### src/inc/profile_route_pkg.sv
package profile_route_pkg;

  // modulation level codes
  localparam logic [1:0] LVL_TWO       = 2'h0;
  localparam logic [1:0] LVL_FOUR      = 2'h1;
  localparam logic [1:0] LVL_EIGHT     = 2'h2;
  localparam logic [1:0] LVL_SIXTEEN   = 2'h3;

  // ramp pin assignment codes
  localparam logic [1:0] RAMP_OFF      = 2'h0;
  localparam logic [1:0] RAMP_PINS_23  = 2'h1;
  localparam logic [1:0] RAMP_PIN_3    = 2'h2;
  localparam logic [1:0] RAMP_SERIAL   = 2'h3;

  // modulation type codes
  localparam logic [1:0] MOD_NONE      = 2'h0;
  localparam logic [1:0] MOD_AMPL      = 2'h1;
  localparam logic [1:0] MOD_FREQ      = 2'h2;
  localparam logic [1:0] MOD_PHASE     = 2'h3;

  // word register addresses
  localparam logic [4:0] ADDR_FREQ_WORD  = 5'h04;
  localparam logic [4:0] ADDR_PHASE_WORD = 5'h05;
  localparam logic [4:0] ADDR_AMPL_WORD  = 5'h06;
  localparam logic [4:0] ADDR_CW_FIRST   = 5'h0A;
  localparam logic [4:0] ADDR_CW_LAST    = 5'h18;

  // highest channel-pair configuration code
  localparam logic [2:0] PAIR_CFG_LAST = 3'h5;

  localparam int NUM_CH   = 4;
  localparam int NUM_PINS = 4;

  // routing result for one channel
  typedef struct packed {
    logic       active;
    logic [3:0] word_idx;
    logic [4:0] word_addr;
    logic       ramp_en;
    logic       ramp_down;
  } chan_route_t;

  // channel pair decoded from the pin configuration field
  typedef struct packed {
    logic       ok;
    logic [1:0] first;
    logic [1:0] second;
  } chan_pair_t;

endpackage : profile_route_pkg
### src/design/profile_pin_modulation_router.sv
`timescale 1ns/1ns

module profile_pin_modulation_router (
  input  wire logic                   clk_i,
  input  wire logic                   reset_n_i,
  input  wire logic                   profile_pin_zero_i,
  input  wire logic                   profile_pin_one_i,
  input  wire logic                   profile_pin_two_i,
  input  wire logic                   profile_pin_three_i,
  input  wire logic                   serial_data_one_i,
  input  wire logic                   serial_data_two_i,
  input  wire logic                   serial_data_three_i,
  input  wire logic [1:0]             modulation_level_i,
  input  wire logic [1:0]             amplitude_ramp_updown_i,
  input  wire logic [2:0]             pin_channel_config_field_i,
  input  wire logic [3:0][1:0]        modulation_type_select_i,
  input  wire logic [3:0]             linear_sweep_enable_i,
  output profile_route_pkg::chan_route_t [3:0] chan_o,
  output logic                        serial_single_bit_only_o
);

  logic [3:0]                           pin_s1_ff;
  logic [3:0]                           pin_s2_ff;
  logic [2:0]                           ser_s1_ff;
  logic [2:0]                           ser_s2_ff;
  profile_route_pkg::chan_route_t [3:0] route_ff;
  profile_route_pkg::chan_route_t [3:0] nxt_route;
  logic                                 single_bit_ff;
  logic [3:0]                           routed;
  logic [3:0][3:0]                      idx;
  logic [3:0]                           ramp_en;
  logic [3:0]                           ramp_down;
  profile_route_pkg::chan_pair_t        pair;
  logic [1:0]                           one_ch;
  logic [3:0]                           p;
  logic [2:0]                           s;

  // channel pair for configuration codes 000..101
  function automatic profile_route_pkg::chan_pair_t pair_decode(
    input logic [2:0] cfg
  );
    profile_route_pkg::chan_pair_t r;
    r = '0;
    r.ok = 1'b1;
    case (cfg)
      3'h0: begin r.first = 2'h0; r.second = 2'h1; end
      3'h1: begin r.first = 2'h0; r.second = 2'h2; end
      3'h2: begin r.first = 2'h0; r.second = 2'h3; end
      3'h3: begin r.first = 2'h1; r.second = 2'h2; end
      3'h4: begin r.first = 2'h1; r.second = 2'h3; end
      3'h5: begin r.first = 2'h2; r.second = 2'h3; end
      default: r.ok = 1'b0;
    endcase
    return r;
  endfunction : pair_decode

  // word register address for an index and modulation type
  function automatic logic [4:0] word_addr_f(
    input logic [3:0] i,
    input logic [1:0] mod_type
  );
    logic [4:0] a;
    a = profile_route_pkg::ADDR_FREQ_WORD;
    if (i == 4'h0) begin
      if (mod_type == profile_route_pkg::MOD_AMPL) begin
        a = profile_route_pkg::ADDR_AMPL_WORD;
      end else if (mod_type == profile_route_pkg::MOD_PHASE) begin
        a = profile_route_pkg::ADDR_PHASE_WORD;
      end
    end else begin
      a = 5'(profile_route_pkg::ADDR_CW_FIRST + {1'b0, i} - 5'h01);
    end
    return a;
  endfunction : word_addr_f

  // pins are asynchronous to clk_i: two flops before any logic
  always_ff @(posedge clk_i or negedge reset_n_i) begin
    if (!reset_n_i) begin
      pin_s1_ff <= 4'h0;
      pin_s2_ff <= 4'h0;
      ser_s1_ff <= 3'h0;
      ser_s2_ff <= 3'h0;
    end else begin
      pin_s1_ff <= {profile_pin_three_i, profile_pin_two_i,
                    profile_pin_one_i, profile_pin_zero_i};
      pin_s2_ff <= pin_s1_ff;
      ser_s1_ff <= {serial_data_three_i, serial_data_two_i,
                    serial_data_one_i};
      ser_s2_ff <= ser_s1_ff;
    end
  end

  assign p      = pin_s2_ff;
  assign s      = ser_s2_ff;
  assign pair   = pair_decode(pin_channel_config_field_i);
  assign one_ch = pin_channel_config_field_i[1:0];

  // pin and serial-line assignment per mode
  always_comb begin
    routed    = 4'h0;
    idx       = '0;
    ramp_en   = 4'h0;
    ramp_down = 4'h0;
    case (amplitude_ramp_updown_i)
      profile_route_pkg::RAMP_OFF: begin
        case (modulation_level_i)
          profile_route_pkg::LVL_TWO: begin
            for (int c = 0; c < profile_route_pkg::NUM_CH; c++) begin
              routed[c] = 1'b1;
              idx[c]    = {3'h0, p[c]};
            end
          end
          profile_route_pkg::LVL_FOUR: begin
            if (pair.ok) begin
              routed[pair.first]  = 1'b1;
              routed[pair.second] = 1'b1;
              idx[pair.first]     = {2'h0, p[0], p[1]};
              idx[pair.second]    = {2'h0, p[2], p[3]};
            end
          end
          profile_route_pkg::LVL_EIGHT: begin
            routed[one_ch] = 1'b1;
            idx[one_ch]    = {1'b0, p[0], p[1], p[2]};
          end
          default: begin
            routed[one_ch] = 1'b1;
            idx[one_ch]    = {p[0], p[1], p[2], p[3]};
          end
        endcase
      end
      profile_route_pkg::RAMP_PINS_23: begin
        // other levels are not offered here and route nothing
        if (modulation_level_i == profile_route_pkg::LVL_TWO &&
            pair.ok) begin
          routed[pair.first]    = 1'b1;
          routed[pair.second]   = 1'b1;
          idx[pair.first]       = {3'h0, p[0]};
          idx[pair.second]      = {3'h0, p[1]};
          ramp_en[pair.first]   = 1'b1;
          ramp_en[pair.second]  = 1'b1;
          ramp_down[pair.first] = p[2];
          ramp_down[pair.second] = p[3];
        end
      end
      profile_route_pkg::RAMP_PIN_3: begin
        if (modulation_level_i == profile_route_pkg::LVL_EIGHT) begin
          routed[one_ch]    = 1'b1;
          idx[one_ch]       = {1'b0, p[0], p[1], p[2]};
          ramp_en[one_ch]   = 1'b1;
          ramp_down[one_ch] = p[3];
        end
      end
      default: begin
        case (modulation_level_i)
          profile_route_pkg::LVL_TWO: begin
            for (int c = 0; c < profile_route_pkg::NUM_CH; c++) begin
              routed[c] = 1'b1;
              idx[c]    = {3'h0, p[c]};
            end
            // lines 1,2 name the channel, line 3 the direction
            ramp_en[{s[0], s[1]}]   = 1'b1;
            ramp_down[{s[0], s[1]}] = s[2];
          end
          profile_route_pkg::LVL_FOUR: begin
            if (pair.ok) begin
              routed[pair.first]     = 1'b1;
              routed[pair.second]    = 1'b1;
              idx[pair.first]        = {2'h0, p[0], p[1]};
              idx[pair.second]       = {2'h0, p[2], p[3]};
              ramp_en[pair.first]    = 1'b1;
              ramp_en[pair.second]   = 1'b1;
              ramp_down[pair.first]  = s[0];
              ramp_down[pair.second] = s[1];
            end
          end
          profile_route_pkg::LVL_SIXTEEN: begin
            routed[one_ch]    = 1'b1;
            idx[one_ch]       = {p[0], p[1], p[2], p[3]};
            ramp_en[one_ch]   = 1'b1;
            ramp_down[one_ch] = s[0];
          end
          default: begin
            routed = 4'h0; // eight-level not offered with serial ramping
          end
        endcase
      end
    endcase
  end

  // a channel modulates only with a type chosen and sweep off
  always_comb begin
    for (int c = 0; c < profile_route_pkg::NUM_CH; c++) begin
      nxt_route[c].active    = routed[c] &
        (modulation_type_select_i[c] != profile_route_pkg::MOD_NONE) &
        ~linear_sweep_enable_i[c];
      nxt_route[c].word_idx  = idx[c];
      nxt_route[c].word_addr = word_addr_f(idx[c],
                                           modulation_type_select_i[c]);
      nxt_route[c].ramp_en   = ramp_en[c];
      nxt_route[c].ramp_down = ramp_down[c];
    end
  end

  // registered outputs keep glitches of the pin mux off the datapath
  always_ff @(posedge clk_i or negedge reset_n_i) begin
    if (!reset_n_i) begin
      route_ff <= '0;
    end else begin
      route_ff <= nxt_route;
    end
  end

  // serial port restricted while its upper lines trigger ramps
  always_ff @(posedge clk_i or negedge reset_n_i) begin
    if (!reset_n_i) begin
      single_bit_ff <= 1'b0;
    end else begin
      single_bit_ff <= (amplitude_ramp_updown_i ==
                        profile_route_pkg::RAMP_SERIAL);
    end
  end

  assign chan_o                   = route_ff;
  assign serial_single_bit_only_o = single_bit_ff;

  property p_eight_index;
    @(posedge clk_i) disable iff (!reset_n_i)
    (amplitude_ramp_updown_i == profile_route_pkg::RAMP_OFF &&
     modulation_level_i == profile_route_pkg::LVL_EIGHT)
    |=> chan_o[$past(one_ch)].word_idx == {1'b0, $past(p[0]),
        $past(p[1]), $past(p[2])};
  endproperty
  a_eight_index: assert property (p_eight_index)
    else $error("eight-level index not taken from pins zero to two");

  property p_sixteen_msb;
    @(posedge clk_i) disable iff (!reset_n_i)
    (amplitude_ramp_updown_i == profile_route_pkg::RAMP_OFF &&
     modulation_level_i == profile_route_pkg::LVL_SIXTEEN && p[0])
    |=> chan_o[$past(one_ch)].word_idx[3];
  endproperty
  a_sixteen_msb: assert property (p_sixteen_msb)
    else $error("pin zero is not the index msb");

  property p_pins23_level;
    @(posedge clk_i) disable iff (!reset_n_i)
    (amplitude_ramp_updown_i == profile_route_pkg::RAMP_PINS_23 &&
     modulation_level_i != profile_route_pkg::LVL_TWO)
    |=> chan_o[0].word_idx == 4'h0 && chan_o[3].ramp_en == 1'b0;
  endproperty
  a_pins23_level: assert property (p_pins23_level)
    else $error("ramp pins 2,3 mode routed a non two-level setting");

  property p_pair_ramp;
    @(posedge clk_i) disable iff (!reset_n_i)
    (amplitude_ramp_updown_i == profile_route_pkg::RAMP_PINS_23 &&
     modulation_level_i == profile_route_pkg::LVL_TWO && pair.ok)
    |=> chan_o[$past(pair.second)].ramp_en &&
        chan_o[$past(pair.second)].ramp_down == $past(p[3]);
  endproperty
  a_pair_ramp: assert property (p_pair_ramp)
    else $error("pin three does not ramp the second channel of the pair");

  property p_pin3_ramp;
    @(posedge clk_i) disable iff (!reset_n_i)
    (amplitude_ramp_updown_i == profile_route_pkg::RAMP_PIN_3 &&
     modulation_level_i == profile_route_pkg::LVL_EIGHT)
    |=> chan_o[$past(one_ch)].ramp_en &&
        chan_o[$past(one_ch)].ramp_down == $past(p[3]);
  endproperty
  a_pin3_ramp: assert property (p_pin3_ramp)
    else $error("pin three does not ramp the eight-level channel");

  property p_serial_flag;
    @(posedge clk_i) disable iff (!reset_n_i)
    $changed(amplitude_ramp_updown_i) |=> serial_single_bit_only_o ==
      ($past(amplitude_ramp_updown_i) == profile_route_pkg::RAMP_SERIAL);
  endproperty
  a_serial_flag: assert property (p_serial_flag)
    else $error("single-bit flag does not follow ramp assignment");

  property p_serial_dir;
    @(posedge clk_i) disable iff (!reset_n_i)
    (amplitude_ramp_updown_i == profile_route_pkg::RAMP_SERIAL &&
     modulation_level_i == profile_route_pkg::LVL_TWO)
    |=> chan_o[{$past(s[0]), $past(s[1])}].ramp_down == $past(s[2]);
  endproperty
  a_serial_dir: assert property (p_serial_dir)
    else $error("serial ramp direction wrong");

  property p_addr_range;
    @(posedge clk_i) disable iff (!reset_n_i)
    chan_o[2].word_idx != 4'h0 |->
      chan_o[2].word_addr == 5'(profile_route_pkg::ADDR_CW_FIRST +
        {1'b0, chan_o[2].word_idx} - 5'h01);
  endproperty
  a_addr_range: assert property (p_addr_range)
    else $error("profile word address does not match index");

endmodule : profile_pin_modulation_router

### config.mk
export PLATFORM = sky130hd
export DESIGN_NAME = profile_pin_modulation_router
export DESIGN_NICKNAME = d
export VERILOG_FILES = /design/src/inc/profile_route_pkg.sv /design/src/design/profile_pin_modulation_router.sv
export SDC_FILE = /design/constraint.sdc
export NUM_CORES = 1
export LEC_CHECK = 0
export BUFFER_PORTS_ARGS = -buffer_cell sky130_fd_sc_hd__buf_2
export CORE_UTILIZATION = 25
export CTS_BUF_LIST = sky130_fd_sc_hd__clkbuf_4
export DETAILED_ROUTE_END_ITERATION = 8
export SYNTH_ARGS = -nofsm -noshare
export SYNTH_HDL_FRONTEND = slang
export SYNTH_SLANG_ARGS = --single-unit
### constraint.sdc
create_clock -name clk_i -period 2.5 [get_ports clk_i]
set_clock_uncertainty 0.05 [all_clocks]
set_input_delay 0.125 -clock clk_i [delete_from_list [all_inputs] [get_ports clk_i]]
set_output_delay 0.125 -clock clk_i [all_outputs]
set_load 0.05 [all_outputs]
; Word level (Yosys, flattened, before mapping)
; Index checks and enable logic that the tools add are counted.
[classes]
n_mux = 51
n_bitwise = 22
reduce_logical = 17
n_lt_le_gt_ge = 8
addsub = 8
n_eq_ne = 19
[ops]
columns = cell, n
row1 = one-hot mux 16 bit (3 select lines), 3
row2 = one-hot mux 4 bit (3 select lines), 6
row3 = 2-to-1 mux 16 bit, 3
row4 = 2-to-1 mux 4 bit, 9
row5 = bitwise mux 16 bit, 2
row6 = 2-to-1 mux 5 bit, 5
row7 = demux 4 bit (select 2 bit), 3
row8 = one-hot mux 4 bit (6 select lines), 1
row9 = adder 4 x 4 -> 5 bit (first input constant), 4
row10 = bitwise AND 4 bit, 5
row11 = subtractor 5 x 1 -> 5 bit (second input constant), 4
row12 = bitwise AND 13 x 16 -> 16 bit, 1
row13 = bitwise AND 14 x 16 -> 16 bit, 1
row14 = bitwise AND 15 x 16 -> 16 bit, 1
row15 = bitwise AND 16 bit, 1
row16 = equality test 2 bit (second input constant), 8
row17 = logical NOT 4 bit, 4
row18 = equality test 2 x 1 -> 1 bit (second input constant), 6
row19 = less-than comparator 2 x 3 -> 1 bit (second input constant), 4
row20 = 2-to-1 mux 1 bit, 9
row21 = bitwise AND 1 bit, 8
row22 = bitwise mux 4 bit, 2
row23 = demux 1 bit (select 2 bit), 4
row24 = >= comparator 2 x 1 -> 1 bit (second input constant), 4
row25 = other kinds (12), 27
[word_totals]
regBits = 63
output_inout_bits = 49
inputBits = 28

; Logic depth before layout (Yosys ltp)
; Gate-level depths: netlist of the first run.
[depth]
ltp_word = 14
ltp_mapped = 9

; Worst setup path before layout of the first run
; Ideal clock, no wire load.
[synth_path]
path_kind = flip-flop to flip-flop
from = reg pin_s2_ff[3] (netlist: p[3])
to = reg route_ff (netlist bit chan_o[17])
stages_incl_launch_ff = 9
setup_slack_ps = 648
t_required_ps = 2330
t_arrival_ps = 1682
period_less_slack_ps = 1852
cell_sequence = dfrtp_1 -> clkbuf_2 -> or4b_4 -> a31oi_2 -> a211oi_1 -> o211a_1 -> inv_2 -> nand4_1 -> o211a_1
[synth_rtl]
columns = item, line
row1 = "start, declared", profile_pin_modulation_router.sv:23  ; logic [3:0] pin_s2_ff;
row2 = "start signal, assigned", profile_pin_modulation_router.sv:86  ; pin_s2_ff <= pin_s1_ff;
row3 = "end signal, assigned", profile_pin_modulation_router.sv:209  ; route_ff <= nxt_route;
row4 = "end, declared", profile_pin_modulation_router.sv:26  ; profile_route_pkg::chan_route_t [3:0] route_ff;

==> results.txt, run 1 <==
status - completed
Routed WL per cell - 16.77 µm
crit path kind - reg -> reg
final setup fails - 0
setup TNS - 0 ns
number of global-route vias before repair - 3235
global placement routability congestion - 0.8995
Worst Path Max Fanout - 10
buffer depth of the longest clock path - 2
Commonest cells post-synth - dfrtp_1, a21oi_1, nand2_1
Startpoint Class - register
asr flop ratio synth - 100.0%
H-Tree Depth - 3
die footprint - 14500 µm²
crit share post-route - 93.37%
Max Freq - 0.4284 GHz
VDD IR max - 266.2 µV
hold path cells - 3
row count - 42
reg-to-reg setup timing slack - 0.17 ns
Netlist cell types - 79
All-Layer GR Usage - 15.71%
root buffer cell - clkbuf_4
Die Width - 120.4 µm
delay-heaviest family, CP - buffers and inverters
Mapped Nets - 394
Sinks on Clock Net - 63
area grow syn2layout - 26.85%
fin crit period - 2.334 ns
clk_lat worst skew - 0.43 ns
DRC Markers - 0
Via-to-Cell Ratio - 5.172
Final HPWL DP - 7766 µm
initial antenna violation count - 0
final hold vios - 0
slew margin rel. - 53.31%
setup bufs post-CTS - 0
CTS Buf Count - 9
Warnings, synthesis - 0
worst reg2reg path depth - 8
final wirelength - 10800 µm
Hold/Removal Path Class - in -> reg
leading post-synthesis cells by cell area - dfrtp_1, a21oi_1, o21ai_0, nand2_1, nor2_1
post-synthesis register bit count - 63
total global routing overflow - 0
worst hold slack - 0.03209 ns
Inserted Diodes - 0
fin nets - 491
Min-Delay Startpoint - modulation_type_select_i[0]
Max-Cap Viols - 0
end of the worst register-to-register path - chan_o[38]$_DFF_PN0_
Crit-path slowest cell - dlygate4sd3_1
Inst Count DP - 607
ys flop type - dfrtp_1
most numerous cell in the Yosys netlist - dfrtp_1
Synth Cell Area - 3505 µm²
Critical Path Max Stage Delay - 0.56 ns
PwrDens - 549.2 nW/µm²
Worst EP arrival - 2.62 ns
pin count of the biggest net entering global routing - 42
Worst Path Required - 2.79 ns
Critical R2R Launch - p[2]$_DFF_PN0_
crit-path cells - buf_4 > nand3_1 > o21ai_0 > a32oi_1 > nor2_4 > a21oi_1 > dlygate4sd3_1 > a31oi_1
starting density of the core - 26.05%
Avg Inst Size Synth - 9.575 µm²
leading area contributor after synthesis - dfrtp_1
worst-margin pin slew - 0.7004 ns
post-synth top area share - 44.98%
Seq/Total Area, Yosys - 44.98%
Max Slew Vio Count - 0
Final Non-Filler Cells - 644
layout cells sized above 1 - 27.35%
number of flops mapped to enable cells by yosys - 0
Buf/Inv on CP - 2
Critical Path Source - p[2]$_DFF_PN0_
TritonRoute pass-1 iters - 7
clock slew at reported path FFs - 0.11 ns
DIE HEIGHT - 120.4 µm
static leakage - 0.002086 µW
CTS tree - done
core area - 13450 µm²
via count - 3331
Worst Setup End Kind - register
Mapped Cells - 366
buffers added on ports - 76
initial DRC count - 385
IO Count - 77
DRT antenna net count - 0
first-pass GRT wire length - 17510 µm
RSZ-0062 raised after global routing - false
Min-Delay Endpoint - chan_o[2]$_DFF_PN0_
==> flip-flops by register name (all words and copies together), names as in the netlist <==
name	cells
s	3
ser_s1_ff	3
pin_s1_ff	4
chan_o	48
serial_single_bit_only_o	1
p	4
==> cells by family (layout without fill, tap and decap cells) <==
group | Yosys count | in the layout | share of synthesized area [%]
mux | 4 | 4 | 1.142
buf+inv | 43 | 145 | 6.497
compound gates | 126 | 126 | 25.63
xor+xnor | 1 | 1 | 0.4642
simple gates | 129 | 129 | 21.28
flops | 63 | 63 | 44.98
==> cell usage in the layout, fill, tap and decap left out, drive strengths merged, types with 3 or more instances in the layout <==
master / Yosys / layout
o21ai: 24 / 24
nand2: 27 / 27
dlygate4sd3: 0 / 21
a21oi: 28 / 28
a22oi: 3 / 3
nor3: 5 / 5
clkinv: 0 / 3
dfrtp: 63 / 63
or3: 3 / 3
nor2: 26 / 26
o22ai: 6 / 6
o211a: 3 / 3
buf: 19 / 88
and3: 6 / 6
or2: 5 / 5
a21boi: 3 / 3
inv: 20 / 20
and2: 4 / 4
clkbuf: 4 / 9
o21a: 4 / 4
nor2b: 7 / 7
a32oi: 5 / 5
o211ai: 5 / 5
a2111oi: 3 / 3
nand4: 3 / 3
a311oi: 4 / 4
o31ai: 4 / 4
o221ai: 3 / 3
nand3: 9 / 9
and3b: 3 / 3
nor3b: 5 / 5
mux2i: 4 / 4
nand2b: 10 / 10
a31oi: 9 / 9
==> worst min-delay path, stage by stage <==
cell and delay [ns]:
buf_2 0.10, a21oi_1 0.06, a31oi_1 0.17
==> repair_timing <==
action	4_1_cts	5_1_grt
resized for setup	0	3
hold buffers	21	0
endpoints found under the hold margin	45	0
setup endpoints to repair	0	2
==> layout make-up <==
type / instances / area (µm²)
fill: 1455 / 9007
clock inverter: 7 / 87.58
tap: 176 / 220.2
clock buffer: 9 / 67.56
sequential: 63 / 1578
multi-input combinational: 260 / 1724
inverter: 20 / 75.07
timing repair buffer: 109 / 693.2
==> power breakdown <==
part	switching [µW]	leakage [µW]	total, µW	internal (µW)
clock network	367	0.0000770	764	396
registers	27.8	0.000807	1100	1070
logic	401	0.00120	575	174
==> metal layers <==
layer	up-vias	track usage [%]	wire length, µm
met3	28	4.434	785
met5	-	0	0
met1	1584	21.02	4733
li1	1556	-	-
met4	0	6.173	246
met2	163	23.85	5036
==> through the flow <==
| step | cell area (µm²) | setup slack, ns | power (µW) | utilization [%] |
|---|---|---|---|---|
| final | 4446 | 0.1657 | 2441 | 33.05 |
| after global routing | 4446 | 0.02127 | 2580 | 33.05 |
| after CTS | 4420 | 0.08704 | 2472 | 32.86 |
| after detailed placement | 4055 | 0.2923 | 1665 | 30.14 |
| after global placement | 4055 | 0.3068 | 1666 | 30.14 |
| after floorplan | 3505 | 0.6479 | 1502 | - |
==> worst max path at each step <==
stage	to	slack, ns	cells past startpoint
6_report	chan_o[38]$_DFF_PN0_	0.17	8
5_1_grt	chan_o[26]$_DFF_PN0_	0.02	8
3_3_place_gp	chan_o[29]$_DFF_PN0_	0.31	7
3_5_place_dp	chan_o[29]$_DFF_PN0_	0.29	7
4_1_cts	chan_o[38]$_DFF_PN0_	0.09	7
2_1_floorplan	chan_o[17]$_DFF_PN0_	0.65	8
Power figures use the tool's default switching activity.
==> run 2: changes to the inputs <==
--- a/config.mk
+++ b/config.mk
@@ -7,7 +7,7 @@
 export LEC_CHECK = 0
 export BUFFER_PORTS_ARGS = -buffer_cell sky130_fd_sc_hd__buf_2
 export CORE_UTILIZATION = 25
-export CTS_BUF_LIST = sky130_fd_sc_hd__clkbuf_4
+export CTS_CLUSTER_DIAMETER = 30
 export DETAILED_ROUTE_END_ITERATION = 8
 export SYNTH_ARGS = -nofsm -noshare
 export SYNTH_HDL_FRONTEND = slang
==> run 2 against run 1 <==
Total power rose by 24%. Critical path depth fell by 2. Non-clock buffer count fell by 10. Sequential share of layout area fell by 0.44 points. Via count fell by 1.8%. Register-to-register slack improved by 0.20 ns. Sequential power barely moved. Die area did not move. Worst hold slack improved by 0.014 ns. Largest power group is now the clock network.
==> results.txt, run 2 (synthesized netlist as in run 1, its figures left out) <==
final setup fails - 0 (unchanged)
Resized cells post-CTS - 0 (unchanged)
CTS Buf Count - 9 (unchanged)
Sw Share - 28.51% (-4.1 points)
final wirelength - 10700 µm (-1.0%)
Via-to-Cell Ratio - 5.159 (-0.25%)
Fillers - 1437 (-1.2%)
Clock power frac - 45.0% (+14 points)
Startpoint Class - register
crit share post-route - 85.23% (-8.1 points)
status - completed
Final HPWL DP - 7766 µm (unchanged)
combinational share of power - 18.5% (-5.1 points)
cell-internal power - 2162 µW (+31%)
static leakage - 0.002115 µW (+1.4%)
Max Freq - 0.4693 GHz (+9.6%)
layout cells sized above 1 - 27.73% (+0.38 points)
Inserted Diodes - 0 (unchanged)
Reg power frac - 36.5% (-8.6 points)
Sinks on Clock Net - 63 (unchanged)
PwrDens - 672.4 nW/µm² (+22%)
area taken by multi-input logic gates - 1700 µm² (-1.4%)
core area - 13450 µm² (unchanged)
setup bufs post-CTS - 0 (unchanged)
global placement routability congestion - 0.8995 (unchanged)
final hold vios - 0 (unchanged)
H-Tree Depth - 3 (unchanged)
Die Width - 120.4 µm (unchanged)
first-pass GRT wire length - 17240 µm (-1.5%)
area grow syn2layout - 28.35%
worst reg2reg path depth - 6 (-2)
most common cell after layout, fill and taps aside - buf_2
number of global-route vias before repair - 3138 (-3.0%)
Routed WL per cell - 16.87 µm (+0.56%)
IO Count - 77 (unchanged)
All-Layer GR Usage - 15.50% (-0.21 points)
worst setup margin - 0.3694 ns (+0.2036 ns)
DRT antenna net count - 0 (unchanged)
Worst Setup End Kind - register
buffers added on ports - 76 (unchanged)
dpl ws - 0.2923 ns (unchanged)
initial antenna violation count - 0 (unchanged)
Worst Path Max Fanout - 8 (-2)
root buffer cell - clkbuf_16
via count - 3271 (-1.8%)
Hold/Removal Path Class - in -> reg
worst-margin pin slew - 0.7030 ns (+0.002584 ns)
DIE HEIGHT - 120.4 µm (unchanged)
max reg flops - 48 (unchanged)
pin count of the biggest net entering global routing - 42 (unchanged)
storage element area - 1577 µm² (about the same)
Final Non-Filler Cells - 634 (-1.6%)
switching power - 862.2 µW (+8.3%)
Max Slew Vio Count - 0 (unchanged)
hold path cells - 3 (unchanged)
initial DRC count - 333 (-14%)
fin crit period - 2.131 ns (-0.2036 ns)
VDD IR max - 343.8 µV (+29%)
Inst Count DP - 607 (unchanged)
DRC Markers - 0 (unchanged)
Worst Path Required - 2.68 ns (-0.11 ns)
Worst EP arrival - 2.31 ns (-0.31 ns)
CTS tree - done
most frequent cells in the layout - buf_2, dfrtp_1, a21oi_1, nand2_1, nor2_1
TritonRoute pass-1 iters - 7 (unchanged)
RSZ-0062 raised after global routing - false
clock slew at reported path FFs - 0.05 ns (-0.06 ns)
Max-Cap Viols - 0 (unchanged)
setup TNS - 0 ns (unchanged)
slew margin rel. - 53.13% (-0.17 points)
buffer depth of the longest clock path - 2 (unchanged)
row count - 42 (unchanged)
die footprint - 14500 µm² (unchanged)
fin nets - 481 (-2.0%)
total global routing overflow - 0 (unchanged)
starting density of the core - 26.05% (unchanged)
clk_lat worst skew - 0.34 ns (-0.09 ns)
crit path kind - reg -> reg
## run 2: changes by cell type in the layout (fill, tap and decap cells not counted), moves of 2 or more
| cell | before | now |
|---|---|---|
| clkbuf_16 | 0 | 9 |
| clkbuf_8 | 0 | 2 |
| dlygate4sd3_1 | 21 | 11 |
| clkbuf_4 | 9 | 0 |
| clkinv_1 | 2 | 0 |
## run 2: final cells by class
cell class	count	share of cell area, %
multi-input combinational	260	37.80
sequential	63	35.05
timing repair buffer	99	13.18
clock buffer	11	5.619
tap	176	4.896
clock inverter	5	1.780
inverter	20	1.669
## run 2: final timing paths
check	start	endpoint	slack, ns
hold reg to reg	pin_s1_ff[1]$_DFF_PN0_	p[1]$_DFF_PN0_	0.29
setup / recovery	p[2]$_DFF_PN0_	chan_o[29]$_DFF_PN0_	0.37
setup reg to reg	p[2]$_DFF_PN0_	chan_o[29]$_DFF_PN0_	0.37
max in group asynchronous	reset_n_i	chan_o[2]$_DFF_PN0_	1.47
hold / removal	linear_sweep_enable_i[0]	chan_o[11]$_DFF_PN0_	0.05
min in group asynchronous	reset_n_i	chan_o[28]$_DFF_PN0_	0.32
## run 2: power by group through the flow
stage               Sequential, µW  Combinational (µW)  Clock, µW
CTS                           1110                 557       1390
global placement              1120                 544          0
finish                        1100                 559       1360
global route                  1110                 599       1450
detailed placement            1120                 543          0
floorplan                     1280                 225          0
## run 2: worst max-delay path, stage by stage, from the launching register on
cell and delay [ns]:
dfrtp_1 0.51, and3b_2 0.33, o2111ai_1 0.13, a32oi_1 0.24, a21oi_2 0.11, or4_1 0.50, and3_1 0.15
## run 2: per-layer routing
metal  routed length [µm]  vias to the layer above  track usage (%)
li1                     -                     1533                -
met5                    0                        -                0
met2                 4991                      154            23.38
met4                  189                        0            6.173
met1                 4775                     1565            20.80
met3                  738                       19            4.434
## run 2: timing repair
action,4_1_cts,5_1_grt
hold buffers,11,0
setup endpoints to repair,0,0
endpoints found under the hold margin,39,0
## run 2: stage by stage
stage | util [%] | instance area, µm² | total power, µW | hold slack, ns
global placement | 30.14 | 4055 | 1666 | 0.1675
finish | 33.44 | 4498 | 3024 | 0.04575
CTS | 33.44 | 4498 | 3053 | 0.04878
floorplan | - | 3505 | 1502 | -0.2206
detailed placement | 30.14 | 4055 | 1665 | 0.1710
global route | 33.44 | 4498 | 3156 | 0.06273
